`src/common/dsr_pkg.sv`:
```
/*
 * Shared constants: command codes, status byte layouts and resets, link
 * framing and the host register map. Assumes nothing; imported by all modules but dsr_link_sva.
 */
package dsr_pkg;

    // status read command codes, 8-bit and 16-bit forms
    localparam logic [7:0]  DSR_CMD_PIXFMT      = 8'h0C;
    localparam logic [7:0]  DSR_CMD_IMGMODE     = 8'h0D;
    localparam logic [7:0]  DSR_CMD_SIGMODE     = 8'h0E;
    localparam logic [15:0] DSR_CMDW_PIXFMT     = 16'h0C00;
    localparam logic [15:0] DSR_CMDW_IMGMODE    = 16'h0D00;
    localparam logic [15:0] DSR_CMDW_SIGMODE    = 16'h0E00;

    // status byte reset values
    localparam logic [7:0]  DSR_RST_PIXFMT      = 8'h70;
    localparam logic [7:0]  DSR_RST_IMGMODE     = 8'h00;
    localparam logic [7:0]  DSR_RST_SIGMODE     = 8'h00;

    // defined bits of each status byte
    localparam logic [7:0]  DSR_MASK_PIXFMT     = 8'h70;
    localparam logic [7:0]  DSR_MASK_IMGMODE    = 8'h3F;
    localparam logic [7:0]  DSR_MASK_SIGMODE    = 8'hC0;

    // field positions
    localparam int          DSR_POS_COLFMT      = 4;
    localparam int          DSR_POS_INV         = 5;
    localparam int          DSR_POS_WHITE       = 4;
    localparam int          DSR_POS_BLACK       = 3;
    localparam int          DSR_POS_GAMMA       = 0;
    localparam int          DSR_POS_TEAR_LINE_ENABLED        = 7;
    localparam int          DSR_POS_TEMODE      = 6;

    // interface color format codes
    localparam logic [2:0]  DSR_FMT_16BPP       = 3'h5;
    localparam logic [2:0]  DSR_FMT_18BPP       = 3'h6;
    localparam logic [2:0]  DSR_FMT_24BPP       = 3'h7;

    // setting write port selectors
    localparam logic [1:0]  DSR_SEL_PIXFMT      = 2'h0;
    localparam logic [1:0]  DSR_SEL_IMGMODE     = 2'h1;
    localparam logic [1:0]  DSR_SEL_SIGMODE     = 2'h2;

    // link framing
    localparam logic [4:0]  DSR_BITS_WIDE       = 5'h10;
    localparam logic [4:0]  DSR_BITS_NARROW     = 5'h08;
    localparam logic [4:0]  DSR_BITS_PARAM      = 5'h08;
    localparam int          DSR_SCL_HALF        = 4;

    // host controller register map (byte addresses)
    localparam logic [3:0]  DSR_REG_CMD         = 4'h0;
    localparam logic [3:0]  DSR_REG_CFG         = 4'h4;
    localparam logic [3:0]  DSR_REG_STAT        = 4'h8;
    localparam logic [3:0]  DSR_REG_DATA        = 4'hC;
    localparam logic [1:0]  DSR_RESP_OKAY       = 2'h0;
    localparam logic [1:0]  DSR_RESP_SLVERR     = 2'h2;

    // device responder states
    typedef enum logic [1:0] {
        DSR_DEV_IDLE = 2'b00,
        DSR_DEV_CMD  = 2'b01,
        DSR_DEV_RESP = 2'b10,
        DSR_DEV_SKIP = 2'b11
    } dsr_dev_st_type;

    // host link states
    typedef enum logic [1:0] {
        DSR_HST_IDLE = 2'b00,
        DSR_HST_LOW  = 2'b01,
        DSR_HST_HIGH = 2'b10
    } dsr_hst_st_type;

endpackage

```
`src/common/dsr_link_if.sv`:
```
/*
 * Serial command link between host and display responder.
 * Assumes both ends share one clock; no tri-state lines.
 */
`timescale 1ns/100ps
interface dsr_link_if;
    logic csx_n;
    logic scl;
    logic sda;
    logic sdo;

    modport host (output csx_n, output scl, output sda, input sdo);
    modport dev  (input csx_n, input scl, input sda, output sdo);
endinterface

```
`src/hw/dsr_dev.sv`:
```
/*
 * Status readback responder: keeps the three status bytes and answers
 * their read commands. Assumes synchronous link pins and scl levels of
 * at least two clocks.
 */
// Behaviour
// command 0Ch or 0C00h reads pixel format
// bits 6..4 give interface color format
// resets give 70h, 00h, 00h
// undefined status bits always read zero
// command 0Dh or 0D00h reads image mode
// bits 5,4,3: inversion, white, black forcing
// bits 2..0 report selected gamma curve
// command 0Eh or 0E00h reads signal mode
// bit 7 reports tear line enabled
// bit 6 reports tear line mode
// reads answered in every power state
// status byte is first parameter, host reads one
// fields follow current settings, next read sees change
`timescale 1ns/100ps
module dsr_dev
    import dsr_pkg::*;
(
    // clock and reset
    input  wire logic       clk_i,
    input  wire logic       nrst_i,
    // link to the host
    dsr_link_if.dev         lnk,
    // command form: 1 selects 16-bit serial words
    input  wire logic       cmd_wide_i,
    // setting updates from the write-command logic
    input  wire logic       set_valid_i,
    input  wire logic [1:0] set_sel_i,
    input  wire logic [7:0] set_data_i,
    input  wire logic       sw_reset_i,
    // current settings towards the display logic
    output logic      [2:0] interface_color_format_o,
    output logic            inversion_active_o,
    output logic            force_white_active_o,
    output logic            force_black_active_o,
    output logic      [2:0] gamma_curve_select_o,
    output logic            tear_line_enabled_o,
    output logic            tear_line_mode_o,
    // activity
    output logic            busy_o
);
    typedef struct packed {
        dsr_dev_st_type st;
        logic           scl;
        logic [4:0]     cnt;
        logic [7:0]     resp;
        logic [7:0]     pix;
        logic [7:0]     img;
        logic [7:0]     sig;
    } dsr_dev_type;

    dsr_dev_type q, d;

    logic        rise;
    logic        shift_en;
    logic [15:0] cmd_val;
    logic [15:0] word;
    logic [4:0]  cmd_bits;
    logic [1:0]  hit;

    // map a received word to a status selector; 2'h3 means not ours
    function automatic logic [1:0] dsr_decode(input logic [15:0] w,
                                              input logic        wide);
        logic [1:0] s;
        s = 2'h3;
        if (wide)
        begin
            if (w == DSR_CMDW_PIXFMT)  s = DSR_SEL_PIXFMT;
            if (w == DSR_CMDW_IMGMODE) s = DSR_SEL_IMGMODE;
            if (w == DSR_CMDW_SIGMODE) s = DSR_SEL_SIGMODE;
        end
        else
        begin
            if (w[7:0] == DSR_CMD_PIXFMT)  s = DSR_SEL_PIXFMT;
            if (w[7:0] == DSR_CMD_IMGMODE) s = DSR_SEL_IMGMODE;
            if (w[7:0] == DSR_CMD_SIGMODE) s = DSR_SEL_SIGMODE;
        end
        return s;
    endfunction

    // a format code outside the three defined ones is not stored
    function automatic logic dsr_fmt_ok(input logic [2:0] f);
        return (f == DSR_FMT_16BPP) || (f == DSR_FMT_18BPP) ||
               (f == DSR_FMT_24BPP);
    endfunction

    // command word assembles msb first while csx_n is low
    dsr_shift #(
        .W          (16)
    ) u_cmd (
        .clk_i      (clk_i),
        .nrst_i     (nrst_i),
        .load_i     (lnk.csx_n),
        .load_val_i (16'h0000),
        .shift_i    (shift_en),
        .bit_i      (lnk.sda),
        .value_o    (cmd_val)
    );

    // pins are synchronous: one stage suffices for edge detection
    assign rise     = lnk.scl & ~q.scl;
    assign word     = {cmd_val[14:0], lnk.sda};
    assign cmd_bits = cmd_wide_i ? DSR_BITS_WIDE : DSR_BITS_NARROW;
    assign hit      = dsr_decode(word, cmd_wide_i);
    assign shift_en = rise && !lnk.csx_n &&
                      (q.st == DSR_DEV_IDLE || q.st == DSR_DEV_CMD);

    // settings, command reception and response shifting
    always_comb
    begin
        d     = q;
        d.scl = lnk.scl;

        // software reset restores defaults, else take writes
        if (sw_reset_i)
        begin
            d.pix = DSR_RST_PIXFMT;
            d.img = DSR_RST_IMGMODE;
            d.sig = DSR_RST_SIGMODE;
        end
        else if (set_valid_i)
        begin
            case (set_sel_i)
                DSR_SEL_PIXFMT:
                begin
                    if (dsr_fmt_ok(set_data_i[DSR_POS_COLFMT +: 3]))
                        d.pix = set_data_i & DSR_MASK_PIXFMT;
                end
                DSR_SEL_IMGMODE: d.img = set_data_i & DSR_MASK_IMGMODE;
                DSR_SEL_SIGMODE: d.sig = set_data_i & DSR_MASK_SIGMODE;
                default:         d.img = q.img;
            endcase
        end

        // no power-state gating anywhere below: sleep never blocks reads
        if (lnk.csx_n)
        begin
            d.st   = DSR_DEV_IDLE;
            d.cnt  = 5'h00;
            d.resp = 8'h00;
        end
        else
        begin
            case (q.st)
                DSR_DEV_IDLE, DSR_DEV_CMD:
                begin
                    d.st = DSR_DEV_CMD;
                    if (rise)
                    begin
                        d.cnt = q.cnt + 5'h01;
                        if (q.cnt + 5'h01 == cmd_bits)
                        begin
                            d.cnt = 5'h00;
                            d.st  = DSR_DEV_RESP;
                            // current setting value, no dummy byte first
                            case (hit)
                                DSR_SEL_PIXFMT:  d.resp = q.pix;
                                DSR_SEL_IMGMODE: d.resp = q.img;
                                DSR_SEL_SIGMODE: d.resp = q.sig;
                                default:         d.st   = DSR_DEV_SKIP;
                            endcase
                        end
                    end
                end
                DSR_DEV_RESP:
                begin
                    // host samples on its own rising edge before we see it
                    if (rise)
                    begin
                        d.resp = {q.resp[6:0], 1'b0};
                        d.cnt  = q.cnt + 5'h01;
                        if (q.cnt + 5'h01 == DSR_BITS_PARAM)
                            d.st = DSR_DEV_SKIP;
                    end
                end
                DSR_DEV_SKIP:
                begin
                    d.resp = 8'h00; // extra clocks read zero
                end
                default:
                begin
                    d.st = DSR_DEV_IDLE;
                end
            endcase
        end
    end

    // power-on and hardware reset load the status defaults
    always_ff @(posedge clk_i or negedge nrst_i)
    begin
        if (!nrst_i)
        begin
            q.st   <= DSR_DEV_IDLE;
            q.scl  <= 1'b0;
            q.cnt  <= 5'h00;
            q.resp <= 8'h00;
            q.pix  <= DSR_RST_PIXFMT;
            q.img  <= DSR_RST_IMGMODE;
            q.sig  <= DSR_RST_SIGMODE;
        end
        else
        begin
            q <= d;
        end
    end

    // link output and settings straight from flops
    assign lnk.sdo                  = q.resp[7];
    assign interface_color_format_o = q.pix[DSR_POS_COLFMT +: 3];
    assign inversion_active_o       = q.img[DSR_POS_INV];
    assign force_white_active_o     = q.img[DSR_POS_WHITE];
    assign force_black_active_o     = q.img[DSR_POS_BLACK];
    assign gamma_curve_select_o     = q.img[DSR_POS_GAMMA +: 3];
    assign tear_line_enabled_o      = q.sig[DSR_POS_TEAR_LINE_ENABLED];
    assign tear_line_mode_o         = q.sig[DSR_POS_TEMODE];
    assign busy_o                   = (q.st != DSR_DEV_IDLE);
endmodule

```
`src/hw/dsr_shift.sv`:
```
/*
 * Parameterised shift register, msb first, with synchronous load.
 * Assumes load has priority over shift.
 */
`timescale 1ns/100ps
module dsr_shift
    import dsr_pkg::*;
#(
    parameter int W = 16
)(
    // clock and reset
    input  wire logic         clk_i,
    input  wire logic         nrst_i,
    // control
    input  wire logic         load_i,
    input  wire logic [W-1:0] load_val_i,
    input  wire logic         shift_i,
    input  wire logic         bit_i,
    // contents
    output logic      [W-1:0] value_o
);
    typedef struct packed {
        logic [W-1:0] v;
    } dsr_shift_st_type;

    dsr_shift_st_type q, d;

    // load wins over shift
    always_comb
    begin
        d = q;
        if (load_i)
            d.v = load_val_i;
        else if (shift_i)
            d.v = {q.v[W-2:0], bit_i};
    end

    always_ff @(posedge clk_i or negedge nrst_i)
    begin
        if (!nrst_i)
            q <= '0;
        else
            q <= d;
    end

    assign value_o = q.v;
endmodule

```
`src/flat_wrapper.sv`:
```
// flat-port wrapper written by rule: the top's interface ports become plain ports
module dsr_dev_flat import dsr_pkg::*;
  (clk_i, nrst_i, cmd_wide_i, set_valid_i, set_sel_i, set_data_i, sw_reset_i, interface_color_format_o, inversion_active_o, force_white_active_o, force_black_active_o, gamma_curve_select_o, tear_line_enabled_o, tear_line_mode_o, busy_o, lnk_csx_n, lnk_scl, lnk_sda, lnk_sdo);
  dsr_link_if lnk_i ();
  input  wire logic clk_i;
  input  wire logic nrst_i;
  input  wire logic cmd_wide_i;
  input  wire logic set_valid_i;
  input  wire logic [1:0] set_sel_i;
  input  wire logic [7:0] set_data_i;
  input  wire logic sw_reset_i;
  output logic      [2:0] interface_color_format_o;
  output logic inversion_active_o;
  output logic force_white_active_o;
  output logic force_black_active_o;
  output logic      [2:0] gamma_curve_select_o;
  output logic tear_line_enabled_o;
  output logic tear_line_mode_o;
  output logic busy_o;
  input wire logic [$bits(lnk_i.csx_n)-1:0] lnk_csx_n;
  input wire logic [$bits(lnk_i.scl)-1:0] lnk_scl;
  input wire logic [$bits(lnk_i.sda)-1:0] lnk_sda;
  output wire logic [$bits(lnk_i.sdo)-1:0] lnk_sdo;
  assign lnk_i.csx_n = lnk_csx_n;
  assign lnk_i.scl = lnk_scl;
  assign lnk_i.sda = lnk_sda;
  assign lnk_sdo = lnk_i.sdo;
  dsr_dev u_core (.clk_i(clk_i), .nrst_i(nrst_i), .lnk(lnk_i), .cmd_wide_i(cmd_wide_i), .set_valid_i(set_valid_i), .set_sel_i(set_sel_i), .set_data_i(set_data_i), .sw_reset_i(sw_reset_i), .interface_color_format_o(interface_color_format_o), .inversion_active_o(inversion_active_o), .force_white_active_o(force_white_active_o), .force_black_active_o(force_black_active_o), .gamma_curve_select_o(gamma_curve_select_o), .tear_line_enabled_o(tear_line_enabled_o), .tear_line_mode_o(tear_line_mode_o), .busy_o(busy_o));
endmodule
```
`config.mk`:
```
export PLATFORM = sky130hd
export DESIGN_NAME = dsr_dev_flat
export DESIGN_NICKNAME = d
export VERILOG_FILES = /design/src/common/dsr_pkg.sv /design/src/common/dsr_link_if.sv /design/src/hw/dsr_dev.sv /design/src/hw/dsr_shift.sv /design/src/flat_wrapper.sv
export SDC_FILE = /design/constraint.sdc
export NUM_CORES = 1
export LEC_CHECK = 0
export BUFFER_PORTS_ARGS = -buffer_cell sky130_fd_sc_hd__buf_2
export CAP_MARGIN = 25
export CORE_MARGIN = 2
export CORE_UTILIZATION = 35
export CTS_BUF_LIST = sky130_fd_sc_hd__clkbuf_2
export DETAILED_ROUTE_END_ITERATION = 10
export REMOVE_ABC_BUFFERS = 1
export SETUP_SLACK_MARGIN = 0.02
export SLEW_MARGIN = 20
export SYNTH_ARGS = -nofsm -noshare
export SYNTH_HDL_FRONTEND = slang
export SYNTH_SLANG_ARGS = --single-unit
```
`constraint.sdc`:
```
create_clock -name clk_i -period 5.2 [get_ports clk_i]
set_input_delay 0.78 -clock clk_i [delete_from_list [all_inputs] [get_ports clk_i]]
set_output_delay 0.78 -clock clk_i [all_outputs]
set_load 0.02 [all_outputs]
```
==> results of run 1 <==
report_power, final:
group | internal (uW) | total [uW] | switching, uW | leakage [uW]
Clock | 34.4 | 153 | 119 | 0.0000256
Sequential | 334 | 339 | 4.66 | 0.000569
Combinational | 19.1 | 53.5 | 34.4 | 0.000535
flip-flops by register name, indices dropped and copies added (netlist names):
signal	cells
u_core.q	15
u_core.u_cmd.value_o	15
u_core.gamma_curve_select_o	3
u_core.interface_color_format_o	3
u_core.force_black_active_o	1
u_core.force_white_active_o	1
u_core.inversion_active_o	1
u_core.lnk.sdo	1
u_core.tear_line_enabled_o	1
u_core.tear_line_mode_o	1
per-layer routing:
layer,share of wire,global-route usage
met5,0,0
met4,0.018,0.0550
met1,0.51,0.187
met2,0.44,0.200
met3,0.038,0.0363
metrics by stage:
stage | total power [uW] | util | hold WS [ns] | instance area (um2)
after CTS | 552 | 0.395 | 0.442 | 2320
after floorplan | 369 | - | 0.474 | 2020
final | 546 | 0.399 | 0.229 | 2350
after detailed placement | 396 | 0.386 | 0.493 | 2270
after global routing | 575 | 0.399 | 0.189 | 2350
after global placement | 396 | 0.386 | 0.489 | 2270
cells in the mapped netlist, types with 2 or more instances:
cell / instances / area (um2)
dfrtp_1: 39 / 976
nand2_1: 17 / 63.8
a22o_1: 15 / 131
nor2_1: 14 / 52.6
nand3_1: 13 / 65.1
a21oi_1: 11 / 55.1
a32o_1: 7 / 70.1
inv_1: 7 / 26.3
mux2_2: 7 / 78.8
buf_4: 6 / 45.0
ha_1: 6 / 75.1
clkbuf_1: 5 / 18.8
o21ai_0: 4 / 20.0
dfstp_2: 3 / 78.8
nor2b_1: 3 / 18.8
nor3_1: 3 / 15.0
nor4_1: 3 / 18.8
a21o_1: 2 / 15.0
a31oi_1: 2 / 12.5
and3_1: 2 / 12.5
buf_6: 2 / 22.5
mux2i_1: 2 / 20.0
o22a_1: 2 / 17.5
o22ai_1: 2 / 12.5
xor2_1: 2 / 17.5
logic make-up after synthesis:
group	synth area share
mux	0.0538
fa+ha+maj	0.0355
xor+xnor	0.0201
flops	0.498
compound gates	0.190
simple gates	0.145
buf+inv	0.0567
path summary, 6_finish.rpt:
check | endpoint | slack, ns
max | u_core.q[24] | 2.31
min | u_core.inversion_active_o | 0.23
max reg2reg | u_core.q[24] | 2.31
min reg2reg | u_core.interface_color_format_o[0] | 0.52
max in group asynchronous | u_core.q[29] | 4.52
min in group clk_i | u_core.q[37] | 0.48
cell type report:
| cell class | count | share of cell area |
|---|---|---|
| multi-input combinational | 133 | 0.401 |
| clock inverter | 3 | 0.0101 |
| timing repair buffer | 33 | 0.0788 |
| clock buffer | 5 | 0.0106 |
| sequential | 42 | 0.449 |
| tap | 75 | 0.0399 |
| inverter | 7 | 0.0112 |
==> impl_metrics.env, run 1 <==
export IMPL_outcome="complete, no violations"
export IMPL_cp_num_cells=8
export IMPL_cp_num_buf_inv=0
export IMPL_min_period_ns=2.89
export IMPL_skew_ns=0.0205
export IMPL_post_place_ws_ns=1.98
export IMPL_wirelength_mm=4.01
export IMPL_ys_ff_latch=42
export IMPL_gp_congestion=0.737
export IMPL_setup_violations_final=0
export IMPL_drt_pass1_iter_count=5
export IMPL_yosysWarnings=0
export IMPL_grt_max_degree=43
export IMPL_io_pin_count=31
export IMPL_post_cts_buffers=0
export IMPL_regArea_um2=1050
export IMPL_syn2layout_area_growth_pct=11.1
export IMPL_diodes=0
export IMPL_routedWlPerCell_um=13.5
export IMPL_route_antenna_remaining_nets=0
export IMPL_fin_ws_ns=2.31
export IMPL_worstReg2RegStart="u_core.u_cmd.value_o[4]"
export IMPL_fmax_ghz=0.346
export IMPL_initial_utilization=0.360
export IMPL_post_layout_nonfiller_instances=298
export IMPL_clk_pin_slew_ns=0.25
export IMPL_antenna_found_initial=0
export IMPL_cp_startpoint="u_core.u_cmd.value_o[4]"
export IMPL_layout_common_cells="39 x dfrtp_1, 30 x buf_2, 17 x nand2_1"
export IMPL_cts_buffers=5
export IMPL_r2r_cells=8
export IMPL_drive_gt1_frac=0.260
export IMPL_grt_pass1_wl_mm=6.89
export IMPL_ir_drop_uv=90.1
export IMPL_multi_input_area_um2=942
export IMPL_cts_resized=0
export IMPL_clock_sinks=42
export IMPL_vias=1532
export IMPL_tightest_slew_ns=0.484
export IMPL_dieArea_um2=6690
export IMPL_async_reset_ff_frac=1.00
export IMPL_via_per_inst=5.14
export IMPL_grt_pass1_vias=1450
export IMPL_slowest_delay_ns=0.47
export IMPL_worstSetupStartpointType="register"
export IMPL_critical_path_class="register to register"
export IMPL_syn_inst=196
export IMPL_htree_levels=2
export IMPL_nFillCells=599
export IMPL_p_leak_uw=0.00113
export IMPL_clk_path_buf_depth=2
export IMPL_finalMaxSlewViolations=0
export IMPL_cp_common_cell="nor2_1"
export IMPL_worstPathRequired_ns=5.54
export IMPL_maxCapViolCount=0
export IMPL_overflow=0
export IMPL_synth_area_um2=2120
export IMPL_coreArea_um2=5890
export IMPL_grt_setup_unrepaired="false"
export IMPL_floorplan_die_height_um=81.8
export IMPL_crit_slowest_cell="a221oi_4"
export IMPL_std_cell_rows=28
export IMPL_synth_yosys_seq_area_share=0.498
export IMPL_tns_ns=0
export IMPL_drt_iter0_drc=88
export IMPL_synth_ff_type="dfrtp_1"
export IMPL_relSlewSlack=0.677
export IMPL_final_common_cell="dfrtp_1"
export IMPL_crit_family="simple AND/OR/NAND/NOR gates"
export IMPL_track_usage=0.135
export IMPL_cts_tree="done"
export IMPL_root_buffer="clkbuf_2"
export IMPL_crit_chain="nor4_1 -> nand4b_1 -> o22a_1 -> ha_1 -> nor2_1 -> nor2_1 -> a221oi_4 -> mux2_2"
export IMPL_dp_hpwl_mm=2.86
export IMPL_crit_path_end_kind="register"
export IMPL_finalHoldViolations=0
export IMPL_synth_edf_count=0
export IMPL_avgSynthCellArea_um2=10.8
export IMPL_power_density_nw_per_um2=232
export IMPL_io_buffers=30
export IMPL_fp_dieW_um=81.8
export IMPL_nets=246
export IMPL_worstPathArrival_ns=3.23
export IMPL_cts_hold_buf=0
export IMPL_remaining_drc_errors=0
export IMPL_worst_path_max_fanout=8
export IMPL_fin_crit_sh=0.556
export IMPL_synth_distinct_cells=42
export IMPL_dp_cells=288
export IMPL_hold_class="input pin to asynchronous set/reset pin"
export IMPL_clock_latency_ns=0.43
Note: power is estimated with default switching activity, not from simulation.
==> run 2, diff against run 1 <==
Clock period 5.2 ns to 3 ns, I/O delays scaled along.
==> impl_metrics.env, run 2 (synthesized netlist as in run 1, its figures left out) <==
export IMPL_clk_path_buf_depth=2
export IMPL_io_pin_count=31
export IMPL_cts_resized=0
export IMPL_layout_common_cells="39 x dfrtp_1, 30 x buf_2, 17 x nand2_1"
export IMPL_overflow=0
export IMPL_setup_violations_final=0
export IMPL_drt_iter0_drc=58
export IMPL_tns_ns=0
export IMPL_via_per_inst=5.10
export IMPL_dieArea_um2=6690
export IMPL_clock_sinks=42
export IMPL_grt_setup_unrepaired="false"
export IMPL_gp_congestion=0.740
export IMPL_drive_gt1_frac=0.258
export IMPL_worstSetupStartpointType="register"
export IMPL_grt_pass1_vias=1529
export IMPL_diodes=0
export IMPL_final_common_cell="dfrtp_1"
export IMPL_nets=248
export IMPL_cts_buffers=5
export IMPL_vias=1530
export IMPL_finalHoldViolations=0
export IMPL_routedWlPerCell_um=13.7
export IMPL_finalMaxSlewViolations=0
export IMPL_wirelength_mm=4.11
export IMPL_crit_chain="nor4_1 -> nand4b_1 -> o22a_1 -> ha_1 -> nor2_1 -> nor2_1 -> a221oi_4 -> mux2_2"
export IMPL_track_usage=0.140
export IMPL_initial_utilization=0.360
export IMPL_hold_class="input pin to register"
export IMPL_drt_pass1_iter_count=4
export IMPL_utilization=0.402
export IMPL_route_antenna_remaining_nets=0
export IMPL_worstPathRequired_ns=3.29
export IMPL_nFillCells=604
export IMPL_crit_family="simple AND/OR/NAND/NOR gates"
export IMPL_io_buffers=30
export IMPL_clk_pin_slew_ns=0.20
export IMPL_crit_slowest_cell="a221oi_4"
export IMPL_worstPathArrival_ns=3.01
export IMPL_antenna_found_initial=0
export IMPL_critical_path_class="register to register"
export IMPL_power_density_nw_per_um2=387
export IMPL_p_leak_uw=0.00115
export IMPL_maxCapViolCount=0
export IMPL_clock_latency_ns=0.38
export IMPL_fp_dieW_um=81.8
export IMPL_fin_crit_sh=0.907
export IMPL_skew_ns=0.00777
export IMPL_timing_hold_ws_ns=0.186
export IMPL_post_cts_buffers=0
export IMPL_fmax_ghz=0.368
export IMPL_ir_drop_uv=160
export IMPL_htree_levels=2
export IMPL_slowest_delay_ns=0.48
export IMPL_worst_path_max_fanout=8
export IMPL_relSlewSlack=0.664
export IMPL_root_buffer="clkbuf_2"
export IMPL_floorplan_die_height_um=81.8
export IMPL_outcome="complete, no violations"
export IMPL_cp_num_buf_inv=0
export IMPL_postPlaceCellArea_um2=2290
export IMPL_coreArea_um2=5890
export IMPL_syn2layout_area_growth_pct=11.8
export IMPL_dp_hpwl_mm=2.94
export IMPL_std_cell_rows=28
export IMPL_final_cell_area_um2=2370
export IMPL_cts_tree="done"
export IMPL_min_period_ns=2.72
export IMPL_cp_common_cell="nor2_1"
export IMPL_grt_max_degree=43
export IMPL_grt_pass1_wl_mm=7.26
export IMPL_tightest_slew_ns=0.504
export IMPL_remaining_drc_errors=0
export IMPL_crit_path_end_kind="register"
run 2: cell count changes in the layout (fill, tap and decap cells not counted):
cell / before / now
buf_16: 0 / 1
inv_6: 1 / 0
buf_4: 2 / 3
clkinv_2: 0 / 1
clkbuf_2: 5 / 6
dlygate4sd3_1: 0 / 1
buf_12: 1 / 0
clkinv_1: 0 / 1
clkinvlp_4: 2 / 0
run 2: path summary, 6_finish.rpt:
path / slack, ns / to / depth (start not counted) / startpoint
min reg2reg: 0.52 / u_core.interface_color_format_o[0] / 2 / u_core.interface_color_format_o[0]
min: 0.19 / u_core.q[37] / 1 / lnk_scl
max: 0.28 / u_core.q[24] / 8 / u_core.u_cmd.value_o[4]
min in group asynchronous: 0.53 / u_core.q[35] / 2 / nrst_i
max reg2reg: 0.28 / u_core.q[24] / 8 / u_core.u_cmd.value_o[4]
max in group asynchronous: 1.98 / u_core.q[24] / 3 / nrst_i
run 2: where the power goes:
part	internal, uW	switching (uW)	total (uW)
clock	57.5	175	232
sequential	579	8.07	587
combinational	35.0	60.8	95.9
run 2: worst reg2reg max path: stages, from the launching register on:
cell and delay (ns):
dfrtp_1 0.44, nor4_1 0.38, nand4b_1 0.18, o22a_1 0.26
ha_1 0.32, nor2_1 0.12, nor2_1 0.07, a221oi_4 0.48
mux2_2 0.39
run 2: stage by stage:
stage	cells	setup slack, ns	total power [uW]
final	300	0.280	915
after global placement	290	0.267	687
after floorplan	182	0.474	640
after detailed placement	290	0.215	689
after CTS	298	0.252	925
after global routing	300	0.0880	970
run 2: what timing repair did:
action,CTS,global route
hold buffers,0,1
setup endpoints to repair,0,0
endpoints found under the hold margin,0,16
run 2: area by class of cell:
type / count / area (um2) / area share
Clock buffer: 6 / 30.0 / 0.0127
Clock inverter: 2 / 8.76 / 0.00370
Inverter: 7 / 26.3 / 0.0111
Multi-Input combinational cell: 133 / 942 / 0.398
Sequential cell: 42 / 1050 / 0.446
Tap cell: 75 / 93.8 / 0.0397
Timing Repair Buffer: 35 / 210 / 0.0888
run 2: layer usage:
layer  vias up  wire length (um)  GRT usage
met4         0                59     0.0500
li1        765                 -          -
met1       729              2100      0.193
met2        29              1820      0.217
met3         7               140     0.0297
met5         -                 0          0
